**src/hdl/adc_link_pkg.sv**
```systemverilog
// shared constants for the serial converter link
`default_nettype none
package adc_link_pkg;
   localparam int CLK_PERIOD_NS = 4;
   localparam int RES_BITS = 12;
   localparam int DOZE_PULSES = 2;
   localparam int SLEEP_PULSES = 4;
   localparam int WAKE_PULSE_NS = 50;
   localparam int WAKE_PULSE_CYC =
      (WAKE_PULSE_NS + CLK_PERIOD_NS - 1) / CLK_PERIOD_NS;
   localparam int DOZE_READY_NS = 350;
   localparam int DOZE_READY_CYC =
      (DOZE_READY_NS + CLK_PERIOD_NS - 1) / CLK_PERIOD_NS;
   localparam int REQ_GAP_NS = 50;
   localparam int REQ_GAP_CYC =
      (REQ_GAP_NS + CLK_PERIOD_NS - 1) / CLK_PERIOD_NS;
   localparam int TRIG_LOW_NS = 120;
   localparam int TRIG_LOW_CYC = TRIG_LOW_NS / CLK_PERIOD_NS;
   localparam int TRIG_LATE_CLKS = 14;
   localparam int MAX_RATE_KHZ = 400;
   localparam int MIN_PERIOD_CYC =
      (1000000 / CLK_PERIOD_NS + MAX_RATE_KHZ - 1) / MAX_RATE_KHZ;
   localparam int GAP_UNI_NS = 385;
   localparam int GAP_BI_NS = 355;
   localparam int GAP_UNI_CYC =
      (GAP_UNI_NS + CLK_PERIOD_NS - 1) / CLK_PERIOD_NS;
   localparam int GAP_BI_CYC =
      (GAP_BI_NS + CLK_PERIOD_NS - 1) / CLK_PERIOD_NS;
   localparam int SCLK_HALF_CYC = 20;
   localparam int SAR_STEP_CYC = 4;
   // host wait from trigger rise until the word is ready to clock out
   localparam int SAMPLE_TRIGGER_LEAD_CYC = RES_BITS * SAR_STEP_CYC + 12;
   typedef enum logic [1:0] {PWR_ACTIVE, PWR_DOZE, PWR_SLEEP} power_e;
endpackage : adc_link_pkg
`default_nettype wire

```
**src/hdl/adc_link_if.sv**
```systemverilog
// serial link between converter and host
`timescale 1ns/1ns
`default_nettype none
interface adc_link_if;
   logic sclk;
   logic sampleTrigger;
   logic serialOut;
   logic serialOutEn;
   modport converter (input sclk, input sampleTrigger, output serialOut,
      output serialOutEn);
   modport host (output sclk, output sampleTrigger, input serialOut,
      input serialOutEn);
endinterface : adc_link_if
`default_nettype wire

```
**src/hdl/adc_serial_conversion_power_ctrl.sv**
```systemverilog
// converter end: conversion, power states and serial result output
// Behaviour
// - rising trigger edge starts a conversion
// - two/four trigger pulses, clock low: doze/sleep
// - clock pulse of 50ns wakes device
// - host waits 350ns after doze wake
// - host waits 50ns request to wake
// - bad wake pulse may hang; doze recovers
// - host drops trigger early, at half of TRIG_LOW_CYC
// - host starts at most 400 kHz
// - host keeps gap 385/355ns after conversion
// - result shifted out on serial clock
// - bipolar mode uses two's complement
// - start edges ignored during conversion
// - successive approximation, MSB to LSB
// - negative supply below ground selects bipolar
`timescale 1ns/1ns
`default_nettype none
module adc_serial_conversion_power_ctrl
   import adc_link_pkg::*;
#(
   parameter int BITS = RES_BITS
) (
   input wire logic clk,
   input wire logic resetn,
   adc_link_if.converter link,
   input wire logic [BITS-1:0] analogInput,
   input wire logic negSupplyBelowGnd,
   output logic busy,
   output logic [1:0] powerState,
   output logic hung
);
   logic [2:0] sclkSync_r, trigSync_r;
   logic [2:0] sclkSync_nxt, trigSync_nxt;
   logic sclkLvl_r, sclkLvl_nxt, trigLvl_r, trigLvl_nxt;
   power_e pwr_r, pwr_nxt;
   logic [2:0] pulseCnt_r, pulseCnt_nxt;
   logic [7:0] highCnt_r, highCnt_nxt;
   logic hung_r, hung_nxt;
   logic sample_trigger_r, sample_trigger_nxt;
   logic [3:0] bitIdx_r, bitIdx_nxt;
   logic [2:0] stepCnt_r, stepCnt_nxt;
   logic [BITS-1:0] sar_r, sar_nxt;
   logic [BITS-1:0] shift_r, shift_nxt;
   logic [3:0] outCnt_r, outCnt_nxt;
   logic dout_r, dout_nxt, doutEn_r, doutEn_nxt;
   logic bipolar_r, bipolar_nxt;
   logic [BITS-1:0] sample_r, sample_nxt;
   logic sclkRise, sclkFall, trigRise, trigFall;

   function automatic logic [BITS-1:0] code_of(input logic [BITS-1:0] v,
      input logic bip);
      code_of = bip ? (v ^ {1'b1, {(BITS-1){1'b0}}}) : v;
   endfunction : code_of

   always_comb begin
      sclkSync_nxt = {sclkSync_r[1:0], link.sclk};
      trigSync_nxt = {trigSync_r[1:0], link.sampleTrigger};
      sclkLvl_nxt = sclkLvl_r;
      trigLvl_nxt = trigLvl_r;
      if (sclkSync_r[2] == sclkSync_r[1]) begin
         sclkLvl_nxt = sclkSync_r[1];
      end
      if (trigSync_r[2] == trigSync_r[1]) begin
         trigLvl_nxt = trigSync_r[1];
      end
   end
   assign sclkRise = sclkLvl_nxt & ~sclkLvl_r;
   assign sclkFall = ~sclkLvl_nxt & sclkLvl_r;
   assign trigRise = trigLvl_nxt & ~trigLvl_r;
   assign trigFall = ~trigLvl_nxt & trigLvl_r;

   // power state and pulse counting
   always_comb begin
      pwr_nxt = pwr_r;
      pulseCnt_nxt = pulseCnt_r;
      highCnt_nxt = highCnt_r;
      hung_nxt = hung_r;
      if (sclkLvl_r && highCnt_r != 8'hFF) begin
         highCnt_nxt = highCnt_r + 8'h01;
      end
      if (sclkRise) begin
         highCnt_nxt = 8'h00;
         pulseCnt_nxt = 3'h0;
      end
      if (sclkFall) begin
         if (pwr_r != PWR_ACTIVE) begin
            if (highCnt_r >= 8'(WAKE_PULSE_CYC)) begin
               pwr_nxt = PWR_ACTIVE;
            end else begin
               hung_nxt = 1'b1;
            end
         end
      end
      if (trigFall && !sclkLvl_r) begin
         pulseCnt_nxt = pulseCnt_r + 3'h1;
         if (pulseCnt_r + 3'h1 == 3'(DOZE_PULSES)) begin
            pwr_nxt = PWR_DOZE;
            hung_nxt = 1'b0;
         end
         if (pulseCnt_r + 3'h1 == 3'(SLEEP_PULSES)) begin
            pwr_nxt = PWR_SLEEP;
            pulseCnt_nxt = 3'h0;
         end
      end
   end

   // conversion and serial output
   always_comb begin
      sample_trigger_nxt = sample_trigger_r;
      bitIdx_nxt = bitIdx_r;
      stepCnt_nxt = stepCnt_r;
      sar_nxt = sar_r;
      shift_nxt = shift_r;
      outCnt_nxt = outCnt_r;
      dout_nxt = dout_r;
      doutEn_nxt = doutEn_r;
      sample_nxt = sample_r;
      bipolar_nxt = negSupplyBelowGnd;
      if (trigRise && !sample_trigger_r && pwr_r == PWR_ACTIVE && !hung_r) begin
         sample_trigger_nxt = 1'b1;
         sar_nxt = '0;
         bitIdx_nxt = 4'(BITS-1);
         stepCnt_nxt = 3'h0;
         sample_nxt = code_of(analogInput, bipolar_r);
      end else if (sample_trigger_r) begin
         stepCnt_nxt = stepCnt_r + 3'h1;
         if (stepCnt_r == 3'(SAR_STEP_CYC-1)) begin
            stepCnt_nxt = 3'h0;
            // trial bit kept when the held code reaches it
            if ((sar_r | (BITS'(1) << bitIdx_r)) <= sample_r) begin
               sar_nxt = sar_r | (BITS'(1) << bitIdx_r);
            end
            if (bitIdx_r == 4'h0) begin
               sample_trigger_nxt = 1'b0;
               shift_nxt = (sar_r | (BITS'(1) << bitIdx_r)) <= sample_r ?
                  (sar_r | (BITS'(1) << bitIdx_r)) : sar_r;
               outCnt_nxt = 4'(BITS);
            end else begin
               bitIdx_nxt = bitIdx_r - 4'h1;
            end
         end
      end
      if (sclkRise) begin
         if (outCnt_r != 4'h0) begin
            dout_nxt = shift_r[BITS-1];
            doutEn_nxt = 1'b1;
            shift_nxt = {shift_r[BITS-2:0], 1'b0};
            outCnt_nxt = outCnt_r - 4'h1;
         end else begin
            doutEn_nxt = 1'b0;
            dout_nxt = 1'b0;
         end
      end
      // the start pulse of a power-down request leaves no word behind
      if (pwr_r != PWR_ACTIVE) begin
         sample_trigger_nxt = 1'b0;
         outCnt_nxt = 4'h0;
      end
   end

   always_ff @(posedge clk or negedge resetn) begin
      if (!resetn) begin
         sclkSync_r <= 3'h0;
         trigSync_r <= 3'h0;
         sclkLvl_r <= 1'b0;
         trigLvl_r <= 1'b0;
         pwr_r <= PWR_ACTIVE;
         pulseCnt_r <= 3'h0;
         highCnt_r <= 8'h00;
         hung_r <= 1'b0;
         sample_trigger_r <= 1'b0;
         bitIdx_r <= 4'h0;
         stepCnt_r <= 3'h0;
         sar_r <= '0;
         shift_r <= '0;
         outCnt_r <= 4'h0;
         dout_r <= 1'b0;
         doutEn_r <= 1'b0;
         bipolar_r <= 1'b0;
         sample_r <= '0;
      end else begin
         sclkSync_r <= sclkSync_nxt;
         trigSync_r <= trigSync_nxt;
         sclkLvl_r <= sclkLvl_nxt;
         trigLvl_r <= trigLvl_nxt;
         pwr_r <= pwr_nxt;
         pulseCnt_r <= pulseCnt_nxt;
         highCnt_r <= highCnt_nxt;
         hung_r <= hung_nxt;
         sample_trigger_r <= sample_trigger_nxt;
         bitIdx_r <= bitIdx_nxt;
         stepCnt_r <= stepCnt_nxt;
         sar_r <= sar_nxt;
         shift_r <= shift_nxt;
         outCnt_r <= outCnt_nxt;
         dout_r <= dout_nxt;
         doutEn_r <= doutEn_nxt;
         bipolar_r <= bipolar_nxt;
         sample_r <= sample_nxt;
      end
   end

   assign link.serialOut = dout_r;
   assign link.serialOutEn = doutEn_r;
   assign busy = sample_trigger_r;
   assign powerState = pwr_r;
   assign hung = hung_r;
endmodule : adc_serial_conversion_power_ctrl
`default_nettype wire

```
**src/flat_wrapper.sv**
```systemverilog
// flat-port wrapper written by rule: the top's interface ports become plain ports
module adc_serial_conversion_power_ctrl_flat import adc_link_pkg::*;
#(
   parameter int BITS = RES_BITS
)
  (clk, resetn, analogInput, negSupplyBelowGnd, busy, powerState, hung, link_sclk, link_sampleTrigger, link_serialOut, link_serialOutEn);
  adc_link_if link_i ();
  input wire logic clk;
  input wire logic resetn;
  input wire logic [BITS-1:0] analogInput;
  input wire logic negSupplyBelowGnd;
  output logic busy;
  output logic [1:0] powerState;
  output logic hung;
  input wire logic [$bits(link_i.sclk)-1:0] link_sclk;
  input wire logic [$bits(link_i.sampleTrigger)-1:0] link_sampleTrigger;
  output wire logic [$bits(link_i.serialOut)-1:0] link_serialOut;
  output wire logic [$bits(link_i.serialOutEn)-1:0] link_serialOutEn;
  assign link_i.sclk = link_sclk;
  assign link_i.sampleTrigger = link_sampleTrigger;
  assign link_serialOut = link_i.serialOut;
  assign link_serialOutEn = link_i.serialOutEn;
  adc_serial_conversion_power_ctrl #(.BITS(BITS)) u_core (.clk(clk), .resetn(resetn), .link(link_i), .analogInput(analogInput), .negSupplyBelowGnd(negSupplyBelowGnd), .busy(busy), .powerState(powerState), .hung(hung));
endmodule
```
**config.mk**
```make
export PLATFORM = sky130hd
export DESIGN_NAME = adc_serial_conversion_power_ctrl_flat
export DESIGN_NICKNAME = d
export VERILOG_FILES = /design/src/hdl/adc_link_pkg.sv /design/src/hdl/adc_link_if.sv /design/src/hdl/adc_serial_conversion_power_ctrl.sv /design/src/flat_wrapper.sv
export SDC_FILE = /design/constraint.sdc
export NUM_CORES = 1
export LEC_CHECK = 0
export BUFFER_PORTS_ARGS = -buffer_cell sky130_fd_sc_hd__buf_2
export CAP_MARGIN = 25
export CORE_ASPECT_RATIO = 1.25
export CORE_MARGIN = 1.5
export CORE_UTILIZATION = 61
export CTS_BUF_LIST = sky130_fd_sc_hd__clkbuf_16
export DETAILED_ROUTE_END_ITERATION = 8
export PLACE_DENSITY = 0.9
export SLEW_MARGIN = 0
export SYNTH_ARGS = -nofsm -noshare
export SYNTH_HDL_FRONTEND = slang
export SYNTH_SLANG_ARGS = --single-unit
```
**constraint.sdc**
```tcl
create_clock -name clk -period 3.45 [get_ports clk]
set_clock_uncertainty 0.15 [all_clocks]
set_input_delay 0.1725 -clock clk [delete_from_list [all_inputs] [get_ports clk]]
set_output_delay 0.1725 -clock clk [all_outputs]
set_load 0.05 [all_outputs]
```
After elaboration in Yosys (flattened, before gate mapping)

Cells that the tools add are included.

Register bits after elaboration: 73
Input bits: 17
Output and inout port bits: 6
Word-level logic and storage cells: 111

Add/subtract/negate cells: 5
Order comparisons: 2
Equal/unequal tests: 7
Shift operators: 1
Mux-type cells: 50
Bitwise operators: 10
Reduce and logical (&&, ||, !) cells: 18

Operators with widths:

| kind                 | number |
|---|---|
| $mux 12              | 11 |
| $mux 4               | 11 |
| $mux 3               | 6 |
| $mux 8               | 2 |
| $mux 1               | 14 |
| $le 12x12->1         | 1 |
| $mux 2               | 6 |
| $or 12x12->12        | 1 |
| $shl 1x4->12 const A | 1 |
| $reduce_bool 2->1    | 5 |
| $add 8x1->8 const B  | 1 |
| $ge 8x4->1 const B   | 1 |
| $ne 8x8->1 const B   | 1 |
| $sub 4x1->4 const B  | 2 |
| $add 3x1->3 const B  | 2 |
| $eq 3x2->1 const B   | 2 |
| $logic_and 1x1->1    | 5 |
| $not 1->1            | 5 |
| $and 1x1->1          | 4 |
| $logic_not 4->1      | 1 |
| $reduce_bool 4->1    | 1 |
| $eq 3x3->1 const B   | 1 |
| $logic_not 1->1      | 3 |
| $reduce_and 3->1     | 1 |
| 4 further kinds      | 5 |

Depth between registers and ports, before layout

Depth in word-level cells: 10
Depth in mapped cells: 11
Gate-level depth less buffers: 10

Worst setup path before layout

No wires, ideal clock.

Kind: reg2reg
Start: register u_core.bitIdx_r[0]
End: register u_core.sar_r[10]
Setup time: 0.078 ns
Data arrival time: 2.198 ns
Required time: 3.222 ns
Setup slack: 1.024 ns
Cell stages (with the launch flop): 11
Path buffers: 1
Period minus slack after synthesis: 2.426 ns
Cells stage by stage: dfrtp_1 inv_1 ha_1 a21o_1 ha_1 a21oi_1 nand2_1 a221oi_4 buf_4 nand4_1 a21oi_1

Word-level cells in the longest chain between the ends: 7

RTL lines:

| item                   | RTL line                                                                         | text |
|---|---|---|
| start, declared        | adc_serial_conversion_power_ctrl.sv:41                                           | `logic [3:0] bitIdx_r, bitIdx_nxt;` |
| start signal, assigned | adc_serial_conversion_power_ctrl.sv:192                                          | `bitIdx_r <= bitIdx_nxt;` |
| $shl 1x4->12 (*)       | adc_serial_conversion_power_ctrl.sv:131, adc_serial_conversion_power_ctrl.sv:132 |  |
| $or 12x12->12 (*)      | adc_serial_conversion_power_ctrl.sv:131, adc_serial_conversion_power_ctrl.sv:132 |  |
| $le 12x12->1           | adc_serial_conversion_power_ctrl.sv:131                                          | `if ((sar_r \| (BITS'(1) << bitIdx_r)) <= sample_r) begin` |
| $mux 12 (*)            | adc_serial_conversion_power_ctrl.sv:131                                          |  |
| $mux 12 (*)            | adc_serial_conversion_power_ctrl.sv:128                                          | `if (stepCnt_r == 3'(SAR_STEP_CYC-1)) begin` |
| $mux 12 (*)            | adc_serial_conversion_power_ctrl.sv:126                                          | `end else if (sample_trigger_r) begin` |
| $mux 12 (*)            | adc_serial_conversion_power_ctrl.sv:120                                          | `if (trigRise && !sample_trigger_r && pwr_r == PWR_ACTIVE && !hung_r) begin` |
| end signal, assigned   | adc_serial_conversion_power_ctrl.sv:194                                          | `sar_r <= sar_nxt;` |
| end, declared          | adc_serial_conversion_power_ctrl.sv:43                                           | `logic [BITS-1:0] sar_r, sar_nxt;` |

Mark *: on every way between the ends. The rest lies on a longest branch, timed or not. The select of a mux whose other input is x is not followed.
A chain may end at the register's enable or synchronous reset.

Worst setup path after layout

Start: register u_core.bitIdx_r[0]
End: register u_core.sar_r[5]

Same word-level chain as after synthesis.

==> impl_results.md <==
* Run status: finished clean
* Xor/xnor cell area share of the yosys netlist at 2.069%
* Critical path startpoint category: flip-flop
* Critical path cell sequence: inv_1 > ha_1 > a21o_1 > ha_1 > a21oi_1 > nand2_1 > a221oi_4 > nand4_1 > a21oi_1
* # rows at 32
* Cts repair resizes at 0
* Lkg Pwr at 2.174 nW
* Starting Density at 62.60%
* Worst slew pin tran at slightly below 0.7 ns
* Met3 usage at around 6.3%
* Crit-path max cell delay at roughly 0.64 ns
* Antenna violations before repair at 0
* Synthesized flop and latch total at between 70 and 80
* Kind of critical path: reg -> reg
* Seq/Total Area, Yosys at a little under half
* Met1 usage at 34.14%
* Max Slew Vio Count at 0
* # clock sinks at 73
* Total Routing Usage GR at between 20% and 30%
* Worst hold path type: in -> async
* I/O pins at 23
* Largest net degree at the start of global routing at between 40 and 50
* Post-Synth Simple-Gate Area at 19.01%
* Area delta synth->final at 17.67%
* Post-CTS Setup Bufs at 0
* R2R Setup Slk at 0.54 ns
* Global-route wire length before repair at 14.98 mm
* Vias at approximately 3200
* First-pass detailed-route iteration total at 5
* Rel. slew slack at 55.13%
* Routed WL per cell at 17.09 um
* Fmax at 344.1 MHz
* Synth Area per Inst at 9.525 sq um
* Die width at 73.69 um
* Cell taking the most area after synthesis: dfrtp_1
* Crit path max fanout at 16
* Final hold vios at 0
* Worst R2R Path Depth at 9
* Clk buf depth at 2
* Area after DPL at roughly 0.004 sq mm
* Min Tclk post-route at ~2.9 ns
* Max-cap violations at 0
* Die Height at 91.36 um
* CP Data Arrival Time at 3.00 ns
* Core region area at 0.006086 sq mm
* GRT Residual Overflow at 0
* Vias per inst at between 6 and 7
* Hold_ws at 0.01574 ns
* CTS tree: yes
* H-tree levels at 3
* IO buf count at 22
* Initial drt markers at 286
* Yosys Warn Count at 0
* Root Driver: clkbuf_16
* Design Area, Final at 0.004483 sq mm
* Dpl hpwl at 5.699 mm
* Critical Path Stages at 9
* Fin nets at 479
* Ranking of synthesized cells by area: dfrtp_1 48%, ha_1 8.2%, nand2_1 5.0%
* VDD IR max at 0.4108 mV
* Setup violators final at 0
* RSZ-0062 raised after global routing: false
* Post-Synth Adder-Cell Area at 8.736%
* Fillers at 403
* Vias in the first global route at between 3000 and 4000
* Post-Syn Nets at approximately 440
* Required @ worst endpoint at 3.54 ns
* CTS Buf Count at 9
* Synth top area share at 47.95%
* Post-CTS Hold Fix Bufs at 15
* Layout cells sized above 1 at approximately 12%
* Routing usage on met2 at approximately half
* Netlist Area Pre-Place at ~0.0038 sq mm
* GR peak layer: met2
* DRT antenna net count at 0
* Fin Setup TNS at 0 ns
* # diodes at 0
* Die Footprint at 0.006732 sq mm
* Final period utilization at a little over four fifths
* Drt total wl at between 9 and 10 mm
* Tot Pwr at 3.037 mW
* Clock-pin slew on the worst setup and hold paths at about 0.060 ns
* CP endpoint kind: flip-flop
* Worst-Skew Late Latency at about 0.34 ns
* End-of-flow core utilization at 73.66%
* Power per cell area at about 680 mW/mm^2
* Most frequent cells in the layout: 73 x dfrtp_1, 51 x nand2_1, 34 x nor2_1
* Buf/Inv on CP at 1
* Gate Count Post-Synth at 400
* Final GP Congestion at 0.9548
* Synth unique cells at 50
* Most common cell after layout, fill and taps aside: dfrtp_1
* Synth Area in Compound Gates at between 10% and 20%
* # DRC at 0
* Slowest-stage cell, CP: a221oi_4
* CP top delay family: compound AO/OA/AOI/OAI gates
* Multiplexer share of the synthesized area at under 10%
* Combinational family with the most area after synthesis: simple AND/OR/NAND/NOR gates
-- synth_stat cells, drive strengths merged --
cell type  instances
a2111oi            1
a21boi             1
a21o              12
a21oi             32
a221oi             1
a22o               1
a22oi              1
a311oi             3
a31oi             18
and2               2
and3               3
and3b              1
and4               1
buf                8
clkbuf             9
dfrtp             73
ha                25
inv               21
maj3               2
mux2               3
mux2i              1
nand2             52
nand2b             3
nand3             12
nand3b             3
nand4             18
nand4b             1
nor2              34
nor2b              3
nor3               3
nor3b              1
nor4               4
nor4b              1
o211ai             2
o21a               1
o21ai             27
o22a               1
o22ai              1
o31ai              1
or2                1
or3                2
or3b               1
xnor2              3
xor2               6
-- metal layers --
layer | routed length (um) | vias to the layer above | share of wire (%)
li1 | - | 1490 | -
met1 | 3395 | 1545 | 38
met3 | 416 | 31 | 4.6
met4 | 289 | 0 | 3.2
met5 | 0 | - | 0
met2 | 4907 | 111 | 54
-- cell families after synthesis --
group                    after synthesis
XOR/XNOR                               9
buffers and inverters                 38
AO/OA/AOI/OAI                        103
flip-flops                            73
AND/OR/NAND/NOR                      146
multiplexers                           4
adder cells (fa/ha/maj)               27
-- through the flow --
stage          std cells  setup slack (ns)
2_1_floorplan        400             1.024
3_3_place_gp         495            0.7159
3_5_place_dp         495            0.6179
4_1_cts              526            0.5937
5_1_grt              527            0.3691
6_report             527            0.5442
-- worst paths after layout --
path / endpoint / startpoint
worst max register to register: u_core.sar_r[5] / u_core.bitIdx_r[0]
worst max-delay path: u_core.sar_r[5] / u_core.bitIdx_r[0]
worst min-delay path: u_core.pulseCnt_r[0] / resetn
worst min register to register: u_core.trigSync_r[1] / u_core.trigSync_r[0]
max in group asynchronous: u_core.shift_r[4] / resetn
min in group clk: u_core.sample_r[11] / analogInput[11]
-- state kept, by name (all words and copies together) (netlist names) --
| name | flops |
|---|---|
| u_core.sample_r | 12 |
| u_core.sar_r | 12 |
| u_core.shift_r | 12 |
| u_core.highCnt_r | 8 |
| u_core.bitIdx_r | 4 |
| u_core.outCnt_r | 4 |
| u_core.pulseCnt_r | 3 |
| u_core.sclkSync_r | 3 |
| u_core.stepCnt_r | 3 |
| u_core.trigSync_r | 3 |
| u_core.powerState | 2 |
| u_core.bipolar_r | 1 |
| u_core.busy | 1 |
| u_core.hung | 1 |
| u_core.link.serialOut | 1 |
| u_core.link.serialOutEn | 1 |
| u_core.sclkLvl_r | 1 |
| u_core.trigLvl_r | 1 |
-- report_power, final --
group	leakage, nW	total (mW)	internal, mW	switching [mW]
Sequential	0.940	1.17	1.02	0.144
Clock	0.167	1.06	0.700	0.362
Combinational	1.07	0.809	0.320	0.489
Total	2.17	3.04	2.04	0.995
-- area by class of cell --
type	count	area, sq um	share of cell area, %
Timing Repair Buffer	43	317.8	7.089
Clock inverter	7	108.9	2.428
Inverter	21	78.83	1.758
Clock buffer	9	225.2	5.024
Sequential cell	73	1827	40.75
Tap cell	85	106.4	2.372
Multi-Input combinational cell	289	1819	40.58
Note: power is estimated with default switching activity, not from simulation.
